===== config.mk =====
export PLATFORM = sky130hd
export DESIGN_NAME = cocr_regs
export DESIGN_NICKNAME = d
export VERILOG_FILES = /design/src/rtl/cocr_pkg.sv /design/src/rtl/cocr_regs.sv /design/src/rtl/cocr_stop_gate.sv
export SDC_FILE = /design/constraint.sdc
export NUM_CORES = 1
export LEC_CHECK = 0
export BUFFER_PORTS_ARGS = -buffer_cell sky130_fd_sc_hd__clkbuf_2
export CAP_MARGIN = 10
export CORE_AREA = 2 2 96 98
export CTS_BUF_LIST = sky130_fd_sc_hd__clkbuf_8
export DETAILED_ROUTE_END_ITERATION = 8
export DIE_AREA = 0 0 98 100
export PLACE_DENSITY = 0.56
export RECOVER_POWER = 50
export SYNTH_ARGS = -nofsm -noshare
export SYNTH_HDL_FRONTEND = slang
export SYNTH_SLANG_ARGS = --single-unit

===== constraint.sdc =====
create_clock -name core_clk -period 1.4 [get_ports core_clk]
set_clock_uncertainty 0.05 [all_clocks]
set_input_delay 0 -clock core_clk [delete_from_list [all_inputs] [get_ports core_clk]]
set_output_delay 0 -clock core_clk [all_outputs]
set_load 0.005 [all_outputs]

===== src/rtl/cocr_pkg.sv =====
/*
 * Constants shared by the clock output control register bank: bus
 * addresses, byte indexes, field positions and power-up values.
 * Assumes nothing of its surroundings; imported by every design file except cocr_stop_gate.
 */
package cocr_pkg;

    // Register bank index width and bus addresses of the serial port
    localparam int          IDX_W     = 4;
    localparam logic [7:0]  WR_ADDR   = 8'hd2;
    localparam logic [7:0]  RD_ADDR   = 8'hd3;

    // Byte indexes
    localparam logic [IDX_W-1:0] IDX_BUS_CLK  = 4'h2;
    localparam logic [IDX_W-1:0] IDX_FREE_48  = 4'h3;
    localparam logic [IDX_W-1:0] IDX_MID_GRP  = 4'h4;
    localparam logic [IDX_W-1:0] IDX_SPREAD   = 4'h5;
    localparam logic [IDX_W-1:0] IDX_SIGN     = 4'h6;
    localparam logic [IDX_W-1:0] IDX_RSVD     = 4'h7;
    localparam logic [IDX_W-1:0] IDX_FB_DIV   = 4'h8;
    localparam logic [IDX_W-1:0] IDX_REF_DIV  = 4'h9;

    // Power-up values
    localparam logic [7:0] RST_BUS_CLK = 8'h7f;
    localparam logic [7:0] RST_FREE_48 = 8'hc7;
    localparam logic [7:0] RST_MID_GRP = 8'h3f;
    localparam logic [7:0] RST_SPREAD  = 8'h40;
    localparam logic [7:0] RST_FB_DIV  = 8'h00;
    localparam logic [7:0] RST_REF_DIV = 8'h00;
    localparam logic [7:0] RSVD_VALUE  = 8'h00;

    // Bit 7 of both divider bytes is reserved and always reads zero
    localparam logic [7:0] DIV_MASK    = 8'h7f;

    // Field positions
    localparam int REF_STRENGTH_BIT = 7;
    localparam int DISP48_EN_BIT    = 7;
    localparam int SER48_EN_BIT     = 6;
    localparam int FREE_STOP_LSB    = 3;
    localparam int SPREAD_HI_BIT    = 7;
    localparam int SPREAD_MID_BIT   = 7;
    localparam int SPREAD_LO_BIT    = 6;
    localparam int DELAY_LSB        = 4;
    localparam int DISP_SLOW_BIT    = 2;
    localparam int SER_SLOW_BIT     = 0;
    localparam int REF_DIV_LSB      = 1;
    localparam int DIV_SEL_BIT      = 0;

endpackage


===== src/rtl/cocr_regs.sv =====
/*
 * Control register bank, bytes 2 to 9, of a multi-output clock
 * synthesizer. Assumes an external serial framing engine that hands over
 * each data byte with the bus address byte and the running byte index,
 * synchronous to core_clk; the command and count bytes are absorbed there.
 */
// Contract
// RULE1: Byte 2 bit 7 picks reference drive, 0 high, 1 low; resets 0.
// RULE2: Byte 2 bits 6..0 enable seven bus clocks; resets all ones.
// RULE3: Byte 3 bits 7,6 enable display and serial-bus 48 MHz clocks.
// RULE4: Byte 3 bits 5..3 make free bus clocks stop on stop-low.
// RULE5: Byte 3 bits 2..0 enable free bus clocks 2..0; reset ones.
// RULE6: Byte 4 bit 7 is top spread bit, 0 down, 1 center.
// RULE7: Byte 4 bits 5..0 enable six mid-rate group outputs; reset ones.
// RULE8: Byte 5 bits 7,6 are middle and low spread bits, reset 0,1.
// RULE9: Byte 5 bits 5,4 form the buffered clock delay code.
// RULE10: Byte 5 bit 2 slows display clock edges by 15 percent.
// RULE11: Byte 5 bit 0 slows serial-bus clock edges by 15 percent.
// RULE12: Bytes 2 to 5 read back whatever was last written.
// RULE13: Byte 7 and other reserved bits hold zero; host writes zero.
// RULE14: Byte 6 reads fixed revision and vendor codes, read-only.
// RULE15: Byte 8 bits 6..0 hold feedback divider value, reset zero.
// RULE16: Byte 9 bits 6..1 hold reference divider value, reset zero.
// RULE17: Byte 9 bit 0 picks table dividers (0) or programmed (1).
// RULE18: Divider change keeps every derived clock ratio to CPU clock.
// RULE19: Writes only at address d2, reads only at d3, others ignored.
// RULE20: Host sends command and count bytes first; their content ignored.
// RULE21: Writes to the signature byte are acknowledged and discarded.
// RULE22: Reset loads every documented default onto the control outputs. Code holds free_bus_clock_run low during reset instead.
`timescale 1ns/1ps

module cocr_regs
    import cocr_pkg::*;
#(
    parameter logic [3:0] REV_CODE    = 4'h5,  // Arbitrary value
    parameter logic [3:0] VENDOR_CODE = 4'ha   // Arbitrary value
) (
    input  wire logic             core_clk,
    input  wire logic             rstn,
    input  wire logic [7:0]       bus_addr,
    input  wire logic [IDX_W-1:0] reg_index,
    input  wire logic             wr_stb,
    input  wire logic [7:0]       wr_data,
    input  wire logic             rd_stb,
    output logic      [7:0]       rd_data,
    output logic                  rd_valid,
    output logic                  ack,
    input  wire logic             bus_clock_stop_n,
    input  wire logic [6:0]       table_fb_div,
    input  wire logic [5:0]       table_ref_div,
    output logic                  ref_low_strength,
    output logic      [6:0]       bus_clock_en,
    output logic                  display_clock_48_en,
    output logic                  serial_bus_clock_48_en,
    output logic      [2:0]       free_bus_clock_run,
    output logic      [5:0]       mid_rate_clock_en,
    output logic                  spread_select_hi,
    output logic                  spread_select_mid,
    output logic                  spread_select_lo,
    output logic      [1:0]       buffer_delay_code,
    output logic                  display_clock_48_slow,
    output logic                  serial_bus_clock_48_slow,
    output logic                  divider_source_select,
    output logic      [6:0]       pll_fb_div,
    output logic      [5:0]       pll_ref_div
);

    typedef struct packed {
        logic [7:0] bus_clock_control;
        logic [7:0] free_bus_and_48m_control;
        logic [7:0] mid_clock_group_control;
        logic [7:0] spread_delay_edge_control;
        logic [7:0] feedback_divider_value;
        logic [7:0] reference_divider_and_select;
        logic [7:0] rd_data;
        logic       rd_valid;
        logic       ack;
    } cocr_state_t;

    cocr_state_t state;
    cocr_state_t next_state;
    logic        idx_in_bank;
    logic        wr_hit;
    logic        rd_hit;
    logic [7:0]  read_byte;

    ////////////////////////////////////////////////////////////////////
    // Address decode; bytes 0 and 1 live elsewhere and get no answer
    assign idx_in_bank = (reg_index >= IDX_BUS_CLK) &&
                         (reg_index <= IDX_REF_DIV);
    assign wr_hit = wr_stb && (bus_addr == WR_ADDR) && idx_in_bank; // RULE19
    assign rd_hit = rd_stb && (bus_addr == RD_ADDR) && idx_in_bank; // RULE19

    ////////////////////////////////////////////////////////////////////
    // Read multiplexer
    always_comb begin
        case (reg_index)
            IDX_BUS_CLK: read_byte = state.bus_clock_control; // RULE12
            IDX_FREE_48: read_byte = state.free_bus_and_48m_control;
            IDX_MID_GRP: read_byte = state.mid_clock_group_control;
            IDX_SPREAD:  read_byte = state.spread_delay_edge_control;
            IDX_SIGN:    read_byte = {REV_CODE, VENDOR_CODE}; // RULE14
            IDX_RSVD:    read_byte = RSVD_VALUE; // RULE13
            IDX_FB_DIV:  read_byte = state.feedback_divider_value;
            IDX_REF_DIV: read_byte = state.reference_divider_and_select;
            default:     read_byte = 8'h00;
        endcase
    end

    ////////////////////////////////////////////////////////////////////
    // Next state: writes, read capture, then reset on top of all
    always_comb begin
        next_state = state;
        next_state.rd_valid = 1'b0;
        next_state.ack = wr_hit || rd_hit;
        if (wr_hit) begin
            case (reg_index)
                IDX_BUS_CLK: begin
                    next_state.bus_clock_control = wr_data; // RULE12
                end
                IDX_FREE_48: begin
                    next_state.free_bus_and_48m_control = wr_data;
                end
                IDX_MID_GRP: begin
                    next_state.mid_clock_group_control = wr_data;
                end
                IDX_SPREAD: begin
                    next_state.spread_delay_edge_control = wr_data;
                end
                IDX_FB_DIV: begin
                    // Reserved top bit is dropped so it always reads zero
                    next_state.feedback_divider_value =
                        wr_data & DIV_MASK; // RULE15 RULE13
                end
                IDX_REF_DIV: begin
                    next_state.reference_divider_and_select =
                        wr_data & DIV_MASK; // RULE16 RULE17 RULE13
                end
                default: begin
                    // Signature and reserved bytes: acknowledged, discarded
                end // RULE21 RULE13
            endcase
        end
        // Both strobes at once: bus_addr lets only one of them hit, never both
        if (rd_hit) begin
            next_state.rd_valid = 1'b1;
            next_state.rd_data  = read_byte;
        end
        if (!rstn) begin
            next_state.bus_clock_control            = RST_BUS_CLK; // RULE22
            next_state.free_bus_and_48m_control     = RST_FREE_48;
            next_state.mid_clock_group_control      = RST_MID_GRP;
            next_state.spread_delay_edge_control    = RST_SPREAD;
            next_state.feedback_divider_value       = RST_FB_DIV;
            next_state.reference_divider_and_select = RST_REF_DIV;
            next_state.rd_data  = 8'h00;
            next_state.rd_valid = 1'b0;
            next_state.ack      = 1'b0;
        end
    end

    // Register the whole state; reset is folded into the next value
    always_ff @(posedge core_clk) begin
        state <= next_state;
    end

    ////////////////////////////////////////////////////////////////////
    // Control outputs straight from the register bytes
    assign rd_data  = state.rd_data;
    assign rd_valid = state.rd_valid;
    assign ack      = state.ack;
    assign ref_low_strength =
        state.bus_clock_control[REF_STRENGTH_BIT]; // RULE1
    assign bus_clock_en = state.bus_clock_control[6:0]; // RULE2
    assign display_clock_48_en =
        state.free_bus_and_48m_control[DISP48_EN_BIT]; // RULE3
    assign serial_bus_clock_48_en =
        state.free_bus_and_48m_control[SER48_EN_BIT]; // RULE3
    assign mid_rate_clock_en = state.mid_clock_group_control[5:0]; // RULE7
    assign spread_select_hi =
        state.mid_clock_group_control[SPREAD_HI_BIT]; // RULE6
    assign spread_select_mid =
        state.spread_delay_edge_control[SPREAD_MID_BIT]; // RULE8
    assign spread_select_lo =
        state.spread_delay_edge_control[SPREAD_LO_BIT]; // RULE8
    assign buffer_delay_code =
        state.spread_delay_edge_control[DELAY_LSB+:2]; // RULE9
    assign display_clock_48_slow =
        state.spread_delay_edge_control[DISP_SLOW_BIT]; // RULE10
    assign serial_bus_clock_48_slow =
        state.spread_delay_edge_control[SER_SLOW_BIT]; // RULE11
    assign divider_source_select =
        state.reference_divider_and_select[DIV_SEL_BIT]; // RULE17

    ////////////////////////////////////////////////////////////////////
    // One divider pair feeds the single PLL, so every derived clock
    // keeps its ratio to the CPU clock whichever source is chosen
    assign pll_fb_div = divider_source_select ?
        state.feedback_divider_value[6:0] : table_fb_div; // RULE17 RULE18
    assign pll_ref_div = divider_source_select ?
        state.reference_divider_and_select[REF_DIV_LSB+:6] :
        table_ref_div; // RULE17 RULE18

    ////////////////////////////////////////////////////////////////////
    // Free-running clocks with stop participation
    cocr_stop_gate #(
        .WIDTH (3)
    ) u_free_gate (
        .core_clk         (core_clk),
        .rstn             (rstn),
        .enable           (state.free_bus_and_48m_control[2:0]),
        .stop_part        (state.free_bus_and_48m_control[FREE_STOP_LSB+:3]),
        .bus_clock_stop_n (bus_clock_stop_n),
        .run              (free_bus_clock_run)
    ); // RULE4 RULE5
endmodule


===== src/rtl/cocr_stop_gate.sv =====
/*
 * Run control for a group of free-running bus clocks: a clock runs when
 * enabled, unless it takes part in the stop function and the stop input
 * is low. Assumes the stop input is already synchronous to core_clk.
 */
`timescale 1ns/1ps

module cocr_stop_gate #(
    parameter int WIDTH = 3
) (
    input  wire logic             core_clk,
    input  wire logic             rstn,
    input  wire logic [WIDTH-1:0] enable,
    input  wire logic [WIDTH-1:0] stop_part,
    input  wire logic             bus_clock_stop_n,
    output logic      [WIDTH-1:0] run
);

    typedef struct packed {
        logic [WIDTH-1:0] run;
    } cocr_gate_t;

    cocr_gate_t state;
    cocr_gate_t next_state;

    ////////////////////////////////////////////////////////////////////
    // Next run level; reset leaves every output held low
    always_comb begin
        next_state = state;
        next_state.run = enable &
            ~(stop_part & {WIDTH{~bus_clock_stop_n}}); // RULE4 RULE5
        if (!rstn) begin
            next_state.run = '0;
        end
    end

    always_ff @(posedge core_clk) begin
        state <= next_state;
    end

    assign run = state.run;
endmodule


---- Word level (Yosys, flattened, before mapping) ----
Cells that the tools add are included.
storage, ports and cells
  register bits after elaboration ......... 59
  input port bits ......................... 38
  word-level logic and storage cells ...... 41
cells by class
  $lt $le $gt $ge ......................... 2
  equality and inequality tests ........... 9
  multiplexer cells ....................... 4
  bitwise operators ....................... 4
  reduce and logical (&&, ||, !) cells .... 12
operator list
  kind                  number
  $pmux W8 S7           1
  $eq A8 B8 Y1 const B  2
  $eq A4 B3 Y1 const B  3
  $reduce_and A2 Y1     6
  $eq A4 B2 Y1 const B  2
  $eq A4 B4 Y1 const B  2
  $mux W7               1
  $and A3 B3 Y3         2
  $mux W6               1
  $logic_and A1 B1 Y1   5
  $ge A4 B2 Y1 const B  1
  $le A4 B4 Y1 const B  1
  $not A3 Y3            1
  $logic_or A1 B1 Y1    1
  $mux W1               1
  $not A1 Y1            1

---- Depth between registers and ports, before layout ----
Gate-level depths: netlist (run 1).
  word-level depth ........................ 4
  gate-level depth with buffers ........... 6

---- Modules after synthesis ----
From an unflattened synthesis (run 1), not the netlist that was laid out.
second synthesis, totals
  cells, all modules ...................... 318
  area total of the unflattened synthesis .. 3032.9 um^2
by module, submodules not included
  module          times used  cells an instance  area an instance (um^2)  seq. area each (um^2)
  cocr_regs       1           308                2931.6                   1121.1
  cocr_stop_gate  1           10                 101.3                    60.1

---- Worst setup path after synthesis (run 1) ----
OpenSTA, ideal clock, no wires.
  kind .................................... input -> register
  start ................................... in bus_addr[3]
  end ..................................... reg state, in the netlist rd_data[7]
  library setup time ...................... 0.117 ns
  data arrival time ....................... 1.198 ns
  path slack .............................. 0.034 ns
  stages on the path ...................... 5
  buffers on the path ..................... 1
  cell sequence ........................... or3b_1 -> a2111oi_4 -> nor2b_2 -> buf_6 -> a32o_1
between the ends
  longest elaborated chain between the ends .. 3
ends and longest elaborated chain
  item                               RTL line          source
  from (decl)                        cocr_regs.sv:40   input wire logic [7:0] bus_addr,
  $eq A8 B8 Y1                       cocr_regs.sv:92   assign rd_hit = rd_stb && (bus_addr == RD_ADDR) && idx_in_bank;
  $logic_and A1 B1 Y1 (2 in series)  cocr_regs.sv:92
  to (signal assigned)               cocr_regs.sv:164  state <= next_state;
  to (decl)                          cocr_regs.sv:80   cocr_state_t state;
Every way passes these cells.
A chain may end at the register's enable or synchronous reset.

---- Final worst setup path (run 1) ----
  start ................................... reg state, in the netlist divider_source_select
  end ..................................... out pll_fb_div[1]
between the ends
  longest elaborated chain between the ends .. 1
ends and longest elaborated chain
  item       RTL line          source
  $mux W7    cocr_regs.sv:198  assign pll_fb_div = divider_source_select ?
  to (decl)  cocr_regs.sv:64   output logic [6:0] pll_fb_div,
Every way passes these cells.

==> flow_summary.html, run 1 <==
<table>
<tr><th>Metric</th><th>Value</th></tr>
<tr><th colspan="2">Synthesis</th></tr>
<tr><td>Summed instance area of the synthesized netlist</td><td>3090 sq um</td></tr>
<tr><td>Synth Area in XOR/XNOR</td><td>0%</td></tr>
<tr><td>Count of flip-flops with a built-in enable after synthesis</td><td>0</td></tr>
<tr><td>Post-synth cell types</td><td>46</td></tr>
<tr><td>Flip-flop cell with the highest count after synthesis</td><td>dfxtp_1</td></tr>
<tr><td>Yosys Warn Count</td><td>0</td></tr>
<tr><td>Post-synthesis compound-gate area fraction</td><td>11.3%</td></tr>
<tr><td>Share of synthesized area occupied by flip-flops and latches</td><td>38.3%</td></tr>
<tr><td>Post-synthesis async set-or-reset flop share</td><td>0%</td></tr>
<tr><td>Post-Synthesis Mean Instance Area</td><td>9.47 sq um</td></tr>
<tr><td>Number of standard cells after synthesis</td><td>326</td></tr>
<tr><td>Largest family of logic cells by synthesized area</td><td>multiplexers</td></tr>
<tr><td>Multiplexer share of the synthesized area</td><td>21.1%</td></tr>
<tr><td>Synthesized flop and latch total</td><td>59</td></tr>
<tr><td>Simple-Gate Fraction of Synth Area</td><td>19.4%</td></tr>
<tr><td>Synth Net Count</td><td>364</td></tr>
<tr><td>Adder-cell share of the synthesized area</td><td>0%</td></tr>
<tr><th colspan="2">Power</th></tr>
<tr><td>Total power density per cell area</td><td>934 nW/um^2</td></tr>
<tr><td>VDD IR max</td><td>0.487 mV</td></tr>
<tr><td>Part of the total power dissipated in sequential elements</td><td>45.4%</td></tr>
<tr><td>Final Total Pwr</td><td>around 3.7 mW</td></tr>
<tr><td>Switching pwr</td><td>0.857 mW</td></tr>
<tr><td>Leakage component of the power</td><td>1.81 nW</td></tr>
<tr><td>Proportion of power drawn by combinational gates</td><td>10.2%</td></tr>
<tr><td>Pint</td><td>2.85 mW</td></tr>
<tr><td>Proportion of total power due to net switching</td><td>23.1%</td></tr>
<tr><td>Clock network power share</td><td>44.4%</td></tr>
<tr><th colspan="2">Critical path</th></tr>
<tr><td>Type of destination of the critical path</td><td>output pin</td></tr>
<tr><td>Setup slack of the most critical reg-to-reg path</td><td>roughly 80 ps</td></tr>
<tr><td>Launching element of the worst setup path</td><td>divider_source_select</td></tr>
<tr><td>Last element of the critical path</td><td>pll_fb_div[1]</td></tr>
<tr><td>Worst R2R Path Depth</td><td>4</td></tr>
<tr><td>Arr. time, crit path</td><td>1300 ps</td></tr>
<tr><td>Critical path startpoint category</td><td>flip-flop</td></tr>
<tr><td>Crit Path Max Fanout</td><td>7</td></tr>
<tr><td>Endpoint of the lowest-slack register-to-register path</td><td>rd_data[3]</td></tr>
<tr><td>Data required time of the worst path</td><td>between 1000 and 1500 ps</td></tr>
<tr><td>Launching point of the worst reg2reg path</td><td>bus_clock_en[3]</td></tr>
<tr><td>Path type of the worst setup path</td><td>flip-flop to output pin</td></tr>
<tr><th colspan="2">Floorplanning</th></tr>
<tr><td>Width of the die</td><td>98 microns</td></tr>
<tr><td>Row cnt</td><td>35</td></tr>
<tr><td>Core outline area</td><td>8890 sq um</td></tr>
<tr><td>Effective utilization at floorplan</td><td>34.7%</td></tr>
<tr><td>Die area</td><td>9800 sq um</td></tr>
<tr><td>Top-level I/O count</td><td>88</td></tr>
<tr><td>Die height</td><td>~100 microns</td></tr>
<tr><th colspan="2">Status</th></tr>
<tr><td>Status</td><td>finished clean</td></tr>
<tr><th colspan="2">Detailed routing</th></tr>
<tr><td>Routed metal-1 wirelength</td><td>3950 microns</td></tr>
<tr><td>Final ANT Viol Nets</td><td>0</td></tr>
<tr><td>Total vias in the final route</td><td>2666</td></tr>
<tr><td>Total routed wirelength</td><td>8150 microns</td></tr>
<tr><td>Met2 WL</td><td>3690 microns</td></tr>
<tr><td>Residual DRC</td><td>0</td></tr>
<tr><td>Highest routed metal layer</td><td>met4</td></tr>
<tr><td>Per-cell routed wire length</td><td>approximately 15 microns</td></tr>
<tr><td>1st-pass router iterations</td><td>4</td></tr>
<tr><td>Detailed Route Iter0 Violations</td><td>113</td></tr>
<tr><td>DR vias/cell</td><td>around 5.0</td></tr>
<tr><td>Wire length on met3</td><td>432 microns</td></tr>
<tr><th colspan="2">Clock network</th></tr>
<tr><td>Clock Path Buffers</td><td>2</td></tr>
<tr><td>Number of buffers inserted to repair setup after CTS</td><td>0</td></tr>
<tr><td>Number of sinks handled by clock tree synthesis</td><td>59</td></tr>
<tr><td>CTS buffer count</td><td>9</td></tr>
<tr><td>CTS tree</td><td>built</td></tr>
<tr><td>Clock transition time at the flip-flop clock pins of the worst setup and hold paths</td><td>roughly 60 ps</td></tr>
<tr><td>Clock root buffer master</td><td>clkbuf_8</td></tr>
<tr><td>Worst-Skew Late Latency</td><td>approximately 350 ps</td></tr>
<tr><td>Number of H-tree levels</td><td>3</td></tr>
<tr><th colspan="2">Place</th></tr>
<tr><td>Placed cells</td><td>510</td></tr>
<tr><td>Instance area at placement</td><td>around 3700 sq um</td></tr>
<tr><td>Input/output buffers</td><td>87</td></tr>
<tr><td>Last weighted congestion value of the routability-driven placer</td><td>between 0.8 and 0.9</td></tr>
<tr><td>HPWL after detailed placement</td><td>6280 microns</td></tr>
<tr><th colspan="2">Final layout</th></tr>
<tr><td>Share of final-layout standard cells stronger than drive strength 1</td><td>33.3%</td></tr>
<tr><td>Final #Nets</td><td>roughly 460</td></tr>
<tr><td>Layout Cells excl Fill</td><td>537</td></tr>
<tr><td>Antenna cells</td><td>0</td></tr>
<tr><td>Relative area change from synthesis to final layout</td><td>28.6%</td></tr>
<tr><td>Post-Layout Inst Area</td><td>3970 sq um</td></tr>
<tr><td>Final standard cell utilization of the core</td><td>44.7%</td></tr>
<tr><th colspan="2">Hold path</th></tr>
<tr><td>Worst min-delay path category</td><td>input pin to flip-flop</td></tr>
<tr><th colspan="2">Timing</th></tr>
<tr><td>Final cycle utilization of the critical path</td><td>96.2%</td></tr>
<tr><td>Final hold violations</td><td>0</td></tr>
<tr><td>Minimum hold slack</td><td>89.9 ps</td></tr>
<tr><td>Setup violators final</td><td>0</td></tr>
<tr><td>Final-report max-slew violation count</td><td>0</td></tr>
<tr><td>Slew at the pin closest to its max-slew limit</td><td>402 ps</td></tr>
<tr><td>Minimum clock period</td><td>between 1000 and 1500 ps</td></tr>
<tr><td>Setup repair after global routing missed its margin</td><td>false</td></tr>
<tr><td>Maximum frequency from static timing analysis</td><td>0.742 GHz</td></tr>
<tr><td>Worst max-slew margin expressed relative to the limit</td><td>73.2%</td></tr>
<tr><th colspan="2">Global routing</th></tr>
<tr><td>Pin count of the biggest net entering global routing</td><td>36</td></tr>
<tr><td>Wire length of the first global-routing pass</td><td>around 13000 microns</td></tr>
<tr><td>Global routing usage summed across all routing layers</td><td>16.8%</td></tr>
<tr><td>Global route overflow</td><td>0</td></tr>
<tr><td>Vias in the first global route</td><td>2549</td></tr>
<tr><td>Initial antenna violation count</td><td>0</td></tr>
<tr><th colspan="2">Run</th></tr>
<tr><td>Max capacitance violation total</td><td>0</td></tr>
</table>
metrics by stage:
stage | worst slack [ps] | TNS, ps
6_report | 53.1 | 0
5_1_grt | 1.12 | 0
4_1_cts | 18.6 | 0
3_5_place_dp | -109 | -1340
3_3_place_gp | -83.0 | -977
2_1_floorplan | 34.2 | 0
layout make-up:
| class | count | area, sq um |
|---|---|---|
| Sequential cell | 59 | 1180 |
| Inverter | 6 | 22.5 |
| Clock buffer | 9 | 124 |
| Clock inverter | 7 | 85.1 |
| Fill cell | 893 | 4920 |
| Multi-Input combinational cell | 214 | 1600 |
| Tap cell | 111 | 139 |
| Timing Repair Buffer | 131 | 815 |
Yosys cell counts (2+ instances only):
library cell / n / area, sq um
a21oi_1: 7 / 35.0
a221oi_1: 6 / 52.6
a222oi_1: 3 / 30.0
a22o_1: 6 / 52.6
a32o_1: 2 / 20.0
and3_1: 2 / 12.5
and3b_1: 2 / 17.5
and4_1: 2 / 17.5
buf_2: 6 / 30.0
buf_4: 24 / 180
clkbuf_1: 15 / 56.3
dfxtp_1: 59 / 1180
inv_1: 6 / 22.5
mux2_2: 17 / 191
mux2i_1: 46 / 460
nand2_1: 55 / 206
nand2b_1: 2 / 12.5
nand3_1: 3 / 15.0
nand3_2: 2 / 20.0
nand3b_1: 5 / 37.5
nand4_2: 2 / 25.0
nand4b_1: 3 / 26.3
nor2_1: 6 / 22.5
nor2b_1: 10 / 62.6
nor4b_1: 2 / 17.5
o21ai_0: 6 / 30.0
o2bb2ai_1: 8 / 70.1
worst min path at each step:
| stage | cells after the start | slack [ps] | start | end |
|---|---|---|---|---|
| after floorplan | 2 | 80 | wr_data[0] | bus_clock_en[0] |
| after global placement | 3 | 200 | wr_data[5] | bus_clock_en[5] |
| after detailed placement | 3 | 210 | wr_data[4] | mid_rate_clock_en[4] |
| after CTS | 4 | 80 | reg_index[2] | ack |
| after global routing | 4 | 110 | rd_stb | ack |
| final | 4 | 90 | rd_stb | ack |
power by group through the flow:
stage	registers (mW)	logic, mW	clock network (mW)
floorplan	1.72	0.187	0
global placement	1.72	0.354	0
detailed placement	1.72	0.356	0
CTS	1.68	0.380	1.68
global route	1.68	0.413	1.75
finish	1.68	0.379	1.65
cells by family after synthesis:
group	Yosys count
buffers and inverters	53
multiplexers	63
flip-flops	59
AO/OA/AOI/OAI	43
AND/OR/NAND/NOR	108
routing by layer:
metal | global-route usage, % | vias to the layer above
li1 | - | 1336
met1 | 22.3 | 1251
met2 | 26.3 | 71
met3 | 4.60 | 8
met4 | 5.88 | 0
met5 | 0 | -
flip-flops by register name (all words and copies together) (netlist names), 2 cells and up:
register	count
bus_clock_en	7
rd_data	8
u_free_gate.run	3
mid_rate_clock_en	6
state	22
buffer_delay_code	2
timing repair:
item / in CTS / in global routing
hold endpoints to repair: 46 / 0
endpoints found under the setup margin: 13 / 11
gates cloned: 1 / 0
hold buffers: 10 / 0
resized for setup: 4 / 2
critical path, cell delays in order (launching register included):
cell and delay, ps:
dfxtp_4 370, buf_6 140, mux2_2 330, clkbuf_2 110
placed cells by master, fill, tap and decap left out, types with 2 or more instances in the layout:
cell type	netlist	layout
a22o_1	6	6
nand3_1	3	3
o2bb2ai_1	8	8
mux2i_1	46	46
clkinv_2	0	2
bufinv_16	0	2
nand3b_1	5	5
a32o_1	2	2
nand2b_1	2	2
nand4b_1	3	3
a221oi_1	6	6
and4_1	2	2
nand4_2	2	2
clkbuf_2	1	72
nand2_1	55	55
buf_12	0	4
o21ai_0	6	6
mux2_2	17	17
dlygate4sd3_1	0	10
buf_4	24	23
nor2b_1	10	10
nor4b_1	2	2
nor2_1	6	6
and3_1	2	2
inv_1	6	8
nand3_2	2	2
and3b_1	2	2
a21oi_1	7	7
a222oi_1	3	3
clkbuf_8	0	9
dfxtp_1	59	58
clkbuf_1	15	20
Power figures use the tool's default switching activity.
==> run 2: changes to the inputs <==
--- a/config.mk
+++ b/config.mk
@@ -7,12 +7,14 @@
 export LEC_CHECK = 0
 export BUFFER_PORTS_ARGS = -buffer_cell sky130_fd_sc_hd__clkbuf_2
 export CAP_MARGIN = 10
-export CORE_AREA = 2 2 96 98
+export CORE_AREA = 2 2 95 97
 export CTS_BUF_LIST = sky130_fd_sc_hd__clkbuf_8
 export DETAILED_ROUTE_END_ITERATION = 8
-export DIE_AREA = 0 0 98 100
+export DIE_AREA = 0 0 97 99
+export GPL_TIMING_DRIVEN = 0
 export PLACE_DENSITY = 0.56
 export RECOVER_POWER = 50
 export SYNTH_ARGS = -nofsm -noshare
 export SYNTH_HDL_FRONTEND = slang
+export SYNTH_HIERARCHICAL = 1
 export SYNTH_SLANG_ARGS = --single-unit
==> run 2 against run 1 <==
Compared with the run above: global-route usage grew 1.9 points; hold slack lost 14 ps; cell count grew 1.9%; critical endpoint is now pll_fb_div[5]; highest routed layer unchanged.
==> flow_summary.html, run 2 <==
<table>
<tr><th>Metric</th><th>Value</th></tr>
<tr><th colspan="2">Clock network</th></tr>
<tr><td>CTS buffer count</td><td>9</td></tr>
<tr><td>Clock root buffer master</td><td>clkbuf_8</td></tr>
<tr><td>Number of H-tree levels</td><td>3</td></tr>
<tr><td>Number of sinks handled by clock tree synthesis</td><td>59</td></tr>
<tr><td>Clock transition time at the flip-flop clock pins of the worst setup and hold paths</td><td>60 ps</td></tr>
<tr><td>Worst-Skew Late Latency</td><td>approximately 350 ps</td></tr>
<tr><td>CTS tree</td><td>built</td></tr>
<tr><td>Clock Path Buffers</td><td>2</td></tr>
<tr><th colspan="2">Critical path</th></tr>
<tr><td>Launching element of the worst setup path</td><td>divider_source_select</td></tr>
<tr><td>Depth of the critical timing path with buffers and inverters included</td><td>3</td></tr>
<tr><td>Cell chain of the critical path</td><td>clkbuf_16 -&gt; mux2_2 -&gt; clkbuf_2</td></tr>
<tr><td>Worst R2R Path Depth</td><td>5</td></tr>
<tr><td>Crit Path Max Fanout</td><td>5</td></tr>
<tr><td>Buffer and inverter count on the worst path</td><td>2</td></tr>
<tr><td>Last element of the critical path</td><td>pll_fb_div[5]</td></tr>
<tr><td>Launching point of the worst reg2reg path</td><td>divider_source_select</td></tr>
<tr><td>Type of destination of the critical path</td><td>output pin</td></tr>
<tr><td>Setup slack of the most critical reg-to-reg path</td><td>roughly 60 ps</td></tr>
<tr><td>Max stage delay cell, worst path</td><td>dfxtp_4</td></tr>
<tr><td>Top cell family by delay on the critical path</td><td>flip-flops</td></tr>
<tr><td>Data required time of the worst path</td><td>about 1400 ps</td></tr>
<tr><td>Path type of the worst setup path</td><td>flip-flop to output pin</td></tr>
<tr><td>Critical path startpoint category</td><td>flip-flop</td></tr>
<tr><td>Endpoint of the lowest-slack register-to-register path</td><td>rd_data[0]</td></tr>
<tr><td>Arr. time, crit path</td><td>1310 ps</td></tr>
<tr><td>Delay of the slowest critical-path stage</td><td>390 ps</td></tr>
<tr><th colspan="2">Timing</th></tr>
<tr><td>Final cycle utilization of the critical path</td><td>97.3%</td></tr>
<tr><td>Worst max-slew margin expressed relative to the limit</td><td>53.2%</td></tr>
<tr><td>Setup repair after global routing missed its margin</td><td>true</td></tr>
<tr><td>Min setup slack post-route</td><td>37.5 ps</td></tr>
<tr><td>Final hold violations</td><td>0</td></tr>
<tr><td>Final-report max-slew violation count</td><td>0</td></tr>
<tr><td>Setup violators final</td><td>0</td></tr>
<tr><td>Minimum clock period</td><td>1360 ps</td></tr>
<tr><td>Slew at the pin closest to its max-slew limit</td><td>roughly 700 ps</td></tr>
<tr><td>Maximum frequency from static timing analysis</td><td>around 0.73 GHz</td></tr>
<tr><th colspan="2">Floorplanning</th></tr>
<tr><td>Width of the die</td><td>97 microns</td></tr>
<tr><td>Row cnt</td><td>34</td></tr>
<tr><td>Die height</td><td>99 microns</td></tr>
<tr><td>Effective utilization at floorplan</td><td>between 30% and 40%</td></tr>
<tr><td>Top-level I/O count</td><td>88</td></tr>
<tr><td>Die area</td><td>9600 sq um</td></tr>
<tr><td>Core outline area</td><td>8550 sq um</td></tr>
<tr><th colspan="2">Power</th></tr>
<tr><td>Final Total Pwr</td><td>between 3 and 4 mW</td></tr>
<tr><td>Total power density per cell area</td><td>909 nW/um^2</td></tr>
<tr><td>Leakage component of the power</td><td>1.96 nW</td></tr>
<tr><td>VDD IR max</td><td>about 0.37 mV</td></tr>
<tr><th colspan="2">Final layout</th></tr>
<tr><td>Number of flip-flops under the largest register name</td><td>22</td></tr>
<tr><td>Final #Nets</td><td>between 400 and 500</td></tr>
<tr><td>Fillers</td><td>831</td></tr>
<tr><td>Most common library cell in the layout ignoring fill and taps</td><td>clkbuf_2</td></tr>
<tr><td>Post-Layout Inst Area</td><td>4040 sq um</td></tr>
<tr><td>Share of final-layout standard cells stronger than drive strength 1</td><td>38.5%</td></tr>
<tr><td>Top reg by flops</td><td>state</td></tr>
<tr><td>Most used cells in the layout excluding fill and tap cells</td><td>81 x clkbuf_2, 58 x dfxtp_1, 50 x nand2_1</td></tr>
<tr><td>Antenna cells</td><td>0</td></tr>
<tr><td>Relative area change from synthesis to final layout</td><td>33.1%</td></tr>
<tr><th colspan="2">Global routing</th></tr>
<tr><td>Vias in the first global route</td><td>about 2600</td></tr>
<tr><td>Wire length of the first global-routing pass</td><td>approximately 14000 microns</td></tr>
<tr><td>Pin count of the biggest net entering global routing</td><td>11</td></tr>
<tr><td>Global route overflow</td><td>0</td></tr>
<tr><td>Initial antenna violation count</td><td>0</td></tr>
<tr><td>Global routing usage summed across all routing layers</td><td>about a fifth</td></tr>
<tr><th colspan="2">Place</th></tr>
<tr><td>Pre-CTS WS</td><td>-396 ps</td></tr>
<tr><td>HPWL after detailed placement</td><td>6570 microns</td></tr>
<tr><td>Input/output buffers</td><td>86</td></tr>
<tr><td>Instance area at placement</td><td>roughly 3600 sq um</td></tr>
<tr><td>Last weighted congestion value of the routability-driven placer</td><td>0.879</td></tr>
<tr><th colspan="2">Hold path</th></tr>
<tr><td>Worst min-delay path category</td><td>input pin to flip-flop</td></tr>
<tr><td>Hold Path Origin</td><td>bus_addr[2]</td></tr>
<tr><th colspan="2">Detailed routing</th></tr>
<tr><td>Residual DRC</td><td>0</td></tr>
<tr><td>DR vias/cell</td><td>5.05</td></tr>
<tr><td>1st-pass router iterations</td><td>4</td></tr>
<tr><td>Total routed wirelength</td><td>9020 microns</td></tr>
<tr><td>Detailed Route Iter0 Violations</td><td>130</td></tr>
<tr><td>Final ANT Viol Nets</td><td>0</td></tr>
<tr><td>Per-cell routed wire length</td><td>16.5 microns</td></tr>
<tr><td>Total vias in the final route</td><td>around 2800</td></tr>
<tr><th colspan="2">Synthesis</th></tr>
<tr><td>Yosys Warn Count</td><td>6</td></tr>
<tr><td>Post-Synthesis Mean Instance Area</td><td>9.54 sq um</td></tr>
<tr><td>Post-synth cell types</td><td>43</td></tr>
<tr><td>Summed instance area of the synthesized netlist</td><td>3030 sq um</td></tr>
<tr><td>Top cells by instance count after synthesis</td><td>59 x dfxtp_1, 50 x nand2_1, 47 x mux2i_1</td></tr>
<tr><td>Ranking of synthesized cells by area</td><td>dfxtp_1 39%, mux2i_1 16%, mux2_2 7.4%</td></tr>
<tr><td>Share of synthesized area occupied by flip-flops and latches</td><td>38.9%</td></tr>
<tr><td>Count of flip-flops with a built-in enable after synthesis</td><td>0</td></tr>
<tr><td>Synth Net Count</td><td>356</td></tr>
<tr><td>Most numerous cell in the Yosys netlist</td><td>dfxtp_1</td></tr>
<tr><td>Post-synthesis async set-or-reset flop share</td><td>0%</td></tr>
<tr><td>Synthesized flop and latch total</td><td>59</td></tr>
<tr><td>Flip-flop cell with the highest count after synthesis</td><td>dfxtp_1</td></tr>
<tr><td>Portion of synthesized cell area occupied by the leading cell type</td><td>38.9%</td></tr>
<tr><td>Number of standard cells after synthesis</td><td>318</td></tr>
<tr><td>Yosys top cell by area</td><td>dfxtp_1</td></tr>
<tr><th colspan="2">Status</th></tr>
<tr><td>Status</td><td>finished clean</td></tr>
<tr><th colspan="2">Run</th></tr>
<tr><td>Max capacitance violation total</td><td>0</td></tr>
</table>
## run 2: cell types whose count changed after synthesis, moves of 4 or more
| cell | change |
|---|---|
| a21oi_1 | -5 |
| nand2_1 | -5 |
| a22o_1 | -4 |
| a221oi_1 | -4 |
| o2bb2ai_1 | -5 |
| inv_1 | -4 |
| o21ai_0 | +4 |
| a22oi_1 | +5 |
| nor2_1 | +13 |
| nand3b_1 | -5 |
| nand3_1 | +6 |
## run 2: cells by family (layout without fill, tap and decap cells)
logic type	Yosys count	in the layout	share of synthesized area, %
mux	67	67	22.9
simple gates	106	106	18.6
buf+inv	46	167	8.83
compound gates	40	40	10.6
flops	59	59	38.9
## run 2: worst min path at each step
stage	to	slack [ps]	cells past startpoint
after global routing	rd_valid	100	4
after global placement	display_clock_48_en	230	3
after floorplan	bus_clock_en[0]	80	2
after CTS	state[19]	70	3
final	rd_valid	80	4
after detailed placement	u_free_gate/run[0]	230	3
## run 2: per-layer routing
layer / track usage, % / vias to the layer above / routed length [microns]
li1: - / 1344 / -
met3: 4.96 / 17 / 516
met2: 29.0 / 98 / 4090
met1: 25.4 / 1304 / 4220
met4: 5.85 / 0 / 193
met5: 0 / - / 0
## run 2: power by group
part           total [mW]  leakage (nW)  switching [mW]  internal, mW
sequential           1.68         0.478         0.00129          1.68
clock                1.62         0.116           0.675         0.949
combinational       0.363          1.36           0.201         0.162
## run 2: layout make-up
class	instances	area [sq um]	area share, %
Multi-Input combinational cell	213	1600	39.7
Sequential cell	59	1180	29.3
Timing Repair Buffer	106	618	15.3
Buffer	41	275	6.82
Clock buffer	12	165	4.09
Tap cell	108	135	3.35
Clock inverter	4	41.3	1.02
Inverter	4	15.0	0.372
## run 2: what timing repair did
action | 4_1_cts | 5_1_grt
gates resized for setup | 7 | 9
endpoints found under the hold margin | 50 | 0
setup endpoints to repair | 23 | 24
hold buffers | 12 | 0
setup buffers | 3 | 4
pin swaps | 2 | 4
cloned | 0 | 1
## run 2: through the flow
stage,hold WS [ps],TNS [ps],util (%),instances
after floorplan,75.1,0,-,318
after global placement,226,-14590,42.1,512
after detailed placement,230,-15260,42.1,512
after CTS,65.3,0,46.6,542
after global routing,105,-29.5,47.2,547
final,76.2,0,47.2,547
## run 2: tightest hold or removal path: stages
cell	delay, ps
clkbuf_2	100
nor3b_4	70
o2111ai_4	190
nor2_1	60
==> run 3: changes to the inputs <==
--- a/config.mk
+++ b/config.mk
@@ -13,7 +13,6 @@
 export DIE_AREA = 0 0 97 99
 export GPL_TIMING_DRIVEN = 0
 export PLACE_DENSITY = 0.56
-export RECOVER_POWER = 50
 export SYNTH_ARGS = -nofsm -noshare
 export SYNTH_HDL_FRONTEND = slang
 export SYNTH_HIERARCHICAL = 1
==> run 3 against run 2 <==
Compared with the run above: via count is 0.22% higher; combinational power about the same; routed wire length is 0.25% lower; register-to-register slack barely moved; die area stayed put; critical path type unchanged; highest routed layer unchanged.
==> flow_summary.html, run 3 (synthesis gave the netlist of run 2 again) <==
<table>
<tr><th>Metric</th><th>Value</th></tr>
<tr><th colspan="2">Status</th></tr>
<tr><td>Status</td><td>finished clean</td></tr>
<tr><th colspan="2">Clock network</th></tr>
<tr><td>Clock transition time at the flip-flop clock pins of the worst setup and hold paths</td><td>70 ps</td></tr>
<tr><td>Number of sinks handled by clock tree synthesis</td><td>between 50 and 60</td></tr>
<tr><td>Clock Path Buffers</td><td>2</td></tr>
<tr><td>Number of H-tree levels</td><td>3</td></tr>
<tr><td>Clock root buffer master</td><td>clkbuf_8</td></tr>
<tr><td>CTS tree</td><td>built</td></tr>
<tr><td>CTS buffer count</td><td>9</td></tr>
<tr><td>Worst-Skew Late Latency</td><td>roughly 340 ps</td></tr>
<tr><th colspan="2">Timing</th></tr>
<tr><td>Setup repair after global routing missed its margin</td><td>true</td></tr>
<tr><td>Worst max-slew margin expressed relative to the limit</td><td>53.8%</td></tr>
<tr><td>Setup violators final</td><td>0</td></tr>
<tr><td>Setup TNS</td><td>0 ps</td></tr>
<tr><td>Min setup slack post-route</td><td>roughly 39 ps</td></tr>
<tr><td>Final hold violations</td><td>0</td></tr>
<tr><td>Minimum clock period</td><td>about 1400 ps</td></tr>
<tr><td>Final-report max-slew violation count</td><td>0</td></tr>
<tr><td>Slew at the pin closest to its max-slew limit</td><td>693 ps</td></tr>
<tr><td>Maximum frequency from static timing analysis</td><td>0.735 GHz</td></tr>
<tr><td>Final cycle utilization of the critical path</td><td>97.2%</td></tr>
<tr><th colspan="2">Detailed routing</th></tr>
<tr><td>1st-pass router iterations</td><td>4</td></tr>
<tr><td>Detailed Route Iter0 Violations</td><td>122</td></tr>
<tr><td>Residual DRC</td><td>0</td></tr>
<tr><td>DR vias/cell</td><td>a little over 5</td></tr>
<tr><td>Total vias in the final route</td><td>approximately 2800</td></tr>
<tr><td>Final ANT Viol Nets</td><td>0</td></tr>
<tr><td>Per-cell routed wire length</td><td>between 15 and 20 microns</td></tr>
<tr><td>Total routed wirelength</td><td>9000 microns</td></tr>
<tr><th colspan="2">Final layout</th></tr>
<tr><td>Most used cells in the layout excluding fill and tap cells</td><td>88 x clkbuf_2, 58 x dfxtp_1, 50 x nand2_1</td></tr>
<tr><td>Relative area change from synthesis to final layout</td><td>33.4%</td></tr>
<tr><td>Post-Layout Inst Area</td><td>4050 sq um</td></tr>
<tr><td>Final #Nets</td><td>472</td></tr>
<tr><td>Layout Cells excl Fill</td><td>547</td></tr>
<tr><td>Share of final-layout standard cells stronger than drive strength 1</td><td>40.1%</td></tr>
<tr><td>Top reg by flops</td><td>state</td></tr>
<tr><td>Most common library cell in the layout ignoring fill and taps</td><td>clkbuf_2</td></tr>
<tr><td>Antenna cells</td><td>0</td></tr>
<tr><td>Number of flip-flops under the largest register name</td><td>22</td></tr>
<tr><th colspan="2">Global routing</th></tr>
<tr><td>Wire length of the first global-routing pass</td><td>13800 microns</td></tr>
<tr><td>Pin count of the biggest net entering global routing</td><td>11</td></tr>
<tr><td>Global route overflow</td><td>0</td></tr>
<tr><td>Global routing usage summed across all routing layers</td><td>18.7%</td></tr>
<tr><td>Initial antenna violation count</td><td>0</td></tr>
<tr><td>Vias in the first global route</td><td>2596</td></tr>
<tr><th colspan="2">Hold path</th></tr>
<tr><td>Worst min-delay path category</td><td>input pin to flip-flop</td></tr>
<tr><th colspan="2">Power</th></tr>
<tr><td>Leakage component of the power</td><td>1.98 nW</td></tr>
<tr><td>Total power density per cell area</td><td>906 nW/um^2</td></tr>
<tr><td>VDD IR max</td><td>0.365 mV</td></tr>
<tr><th colspan="2">Floorplanning</th></tr>
<tr><td>Die height</td><td>slightly below 100 microns</td></tr>
<tr><td>Row cnt</td><td>34</td></tr>
<tr><td>Effective utilization at floorplan</td><td>about 35%</td></tr>
<tr><td>Width of the die</td><td>97 microns</td></tr>
<tr><td>Die area</td><td>9600 sq um</td></tr>
<tr><td>Core outline area</td><td>about 8600 sq um</td></tr>
<tr><td>Top-level I/O count</td><td>88</td></tr>
<tr><th colspan="2">Run</th></tr>
<tr><td>Max capacitance violation total</td><td>0</td></tr>
<tr><th colspan="2">Critical path</th></tr>
<tr><td>Path type of the worst setup path</td><td>flip-flop to output pin</td></tr>
<tr><td>Type of destination of the critical path</td><td>output pin</td></tr>
<tr><td>Arr. time, crit path</td><td>1310 ps</td></tr>
<tr><td>Data required time of the worst path</td><td>1350 ps</td></tr>
<tr><td>Crit Path Max Fanout</td><td>5</td></tr>
<tr><td>Critical path startpoint category</td><td>flip-flop</td></tr>
<tr><th colspan="2">Place</th></tr>
<tr><td>Placed cells</td><td>512</td></tr>
<tr><td>Instance area at placement</td><td>3600 sq um</td></tr>
<tr><td>Input/output buffers</td><td>between 80 and 90</td></tr>
<tr><td>Last weighted congestion value of the routability-driven placer</td><td>0.879</td></tr>
<tr><td>Pre-CTS WS</td><td>-396 ps</td></tr>
<tr><td>HPWL after detailed placement</td><td>6570 microns</td></tr>
</table>
-- run 3: cell count changes in the layout (fill, tap and decap cells not counted) --
cell      change
buf_4        +21
clkbuf_1      -7
clkbuf_2      +7
clkbuf_4     -21
-- run 3: per-layer routing --
layer	part of all wire [%]	routed length, microns	GRT usage, %
met1	47	4190	25.4
met3	6.0	536	4.96
met4	2.1	193	5.85
met5	0	0	0
met2	45	4080	29.0
-- run 3: path summary, 6_finish.rpt --
path / slack [ps] / to / cells past startpoint / from
max: 40 / pll_fb_div[5] / 3 / divider_source_select
min: 70 / state[19] / 3 / rstn
max reg2reg: 70 / rd_data[0] / 5 / divider_source_select
min reg2reg: 420 / u_free_gate/run[1] / 2 / state[43]
-- run 3: worst max-delay path, stage by stage, from the launching register on --
cell and delay [ps]:
dfxtp_4 390, clkbuf_16 150, mux2_2 320, clkbuf_2 110
-- run 3: cell type report --
cell class                      count  area, sq um
Clock inverter                      4         41.3
Clock buffer                       12          165
Multi-Input combinational cell    213         1600
Fill cell                         826         4500
Inverter                            4         15.0
Timing Repair Buffer              106          627
Sequential cell                    59         1180
Tap cell                          108          135
Buffer                             41          275
-- run 3: what timing repair did --
action,in CTS,in global routing
endpoints found under the hold margin,50,0
setup buffers,3,4
gates cloned,0,1
pin swaps,2,4
hold buffers,12,0
resized for setup,7,9
endpoints found under the setup margin,23,24
-- run 3: stage by stage --
step | util [%] | hold WS [ps] | power (mW)
after global placement | 42.1 | 226 | 2.04
after CTS | 46.6 | 65.3 | 3.67
final | 47.3 | 65.2 | 3.67
after detailed placement | 42.1 | 230 | 2.05
after floorplan | - | 75.1 | 1.89
after global routing | 47.3 | 105 | 3.79
-- run 3: where the power goes --
group / leakage [nW] / switching [mW] / internal (mW)
clock network: 0.116 / 0.672 / 0.949
registers: 0.478 / 0.00130 / 1.68
logic: 1.39 / 0.201 / 0.162
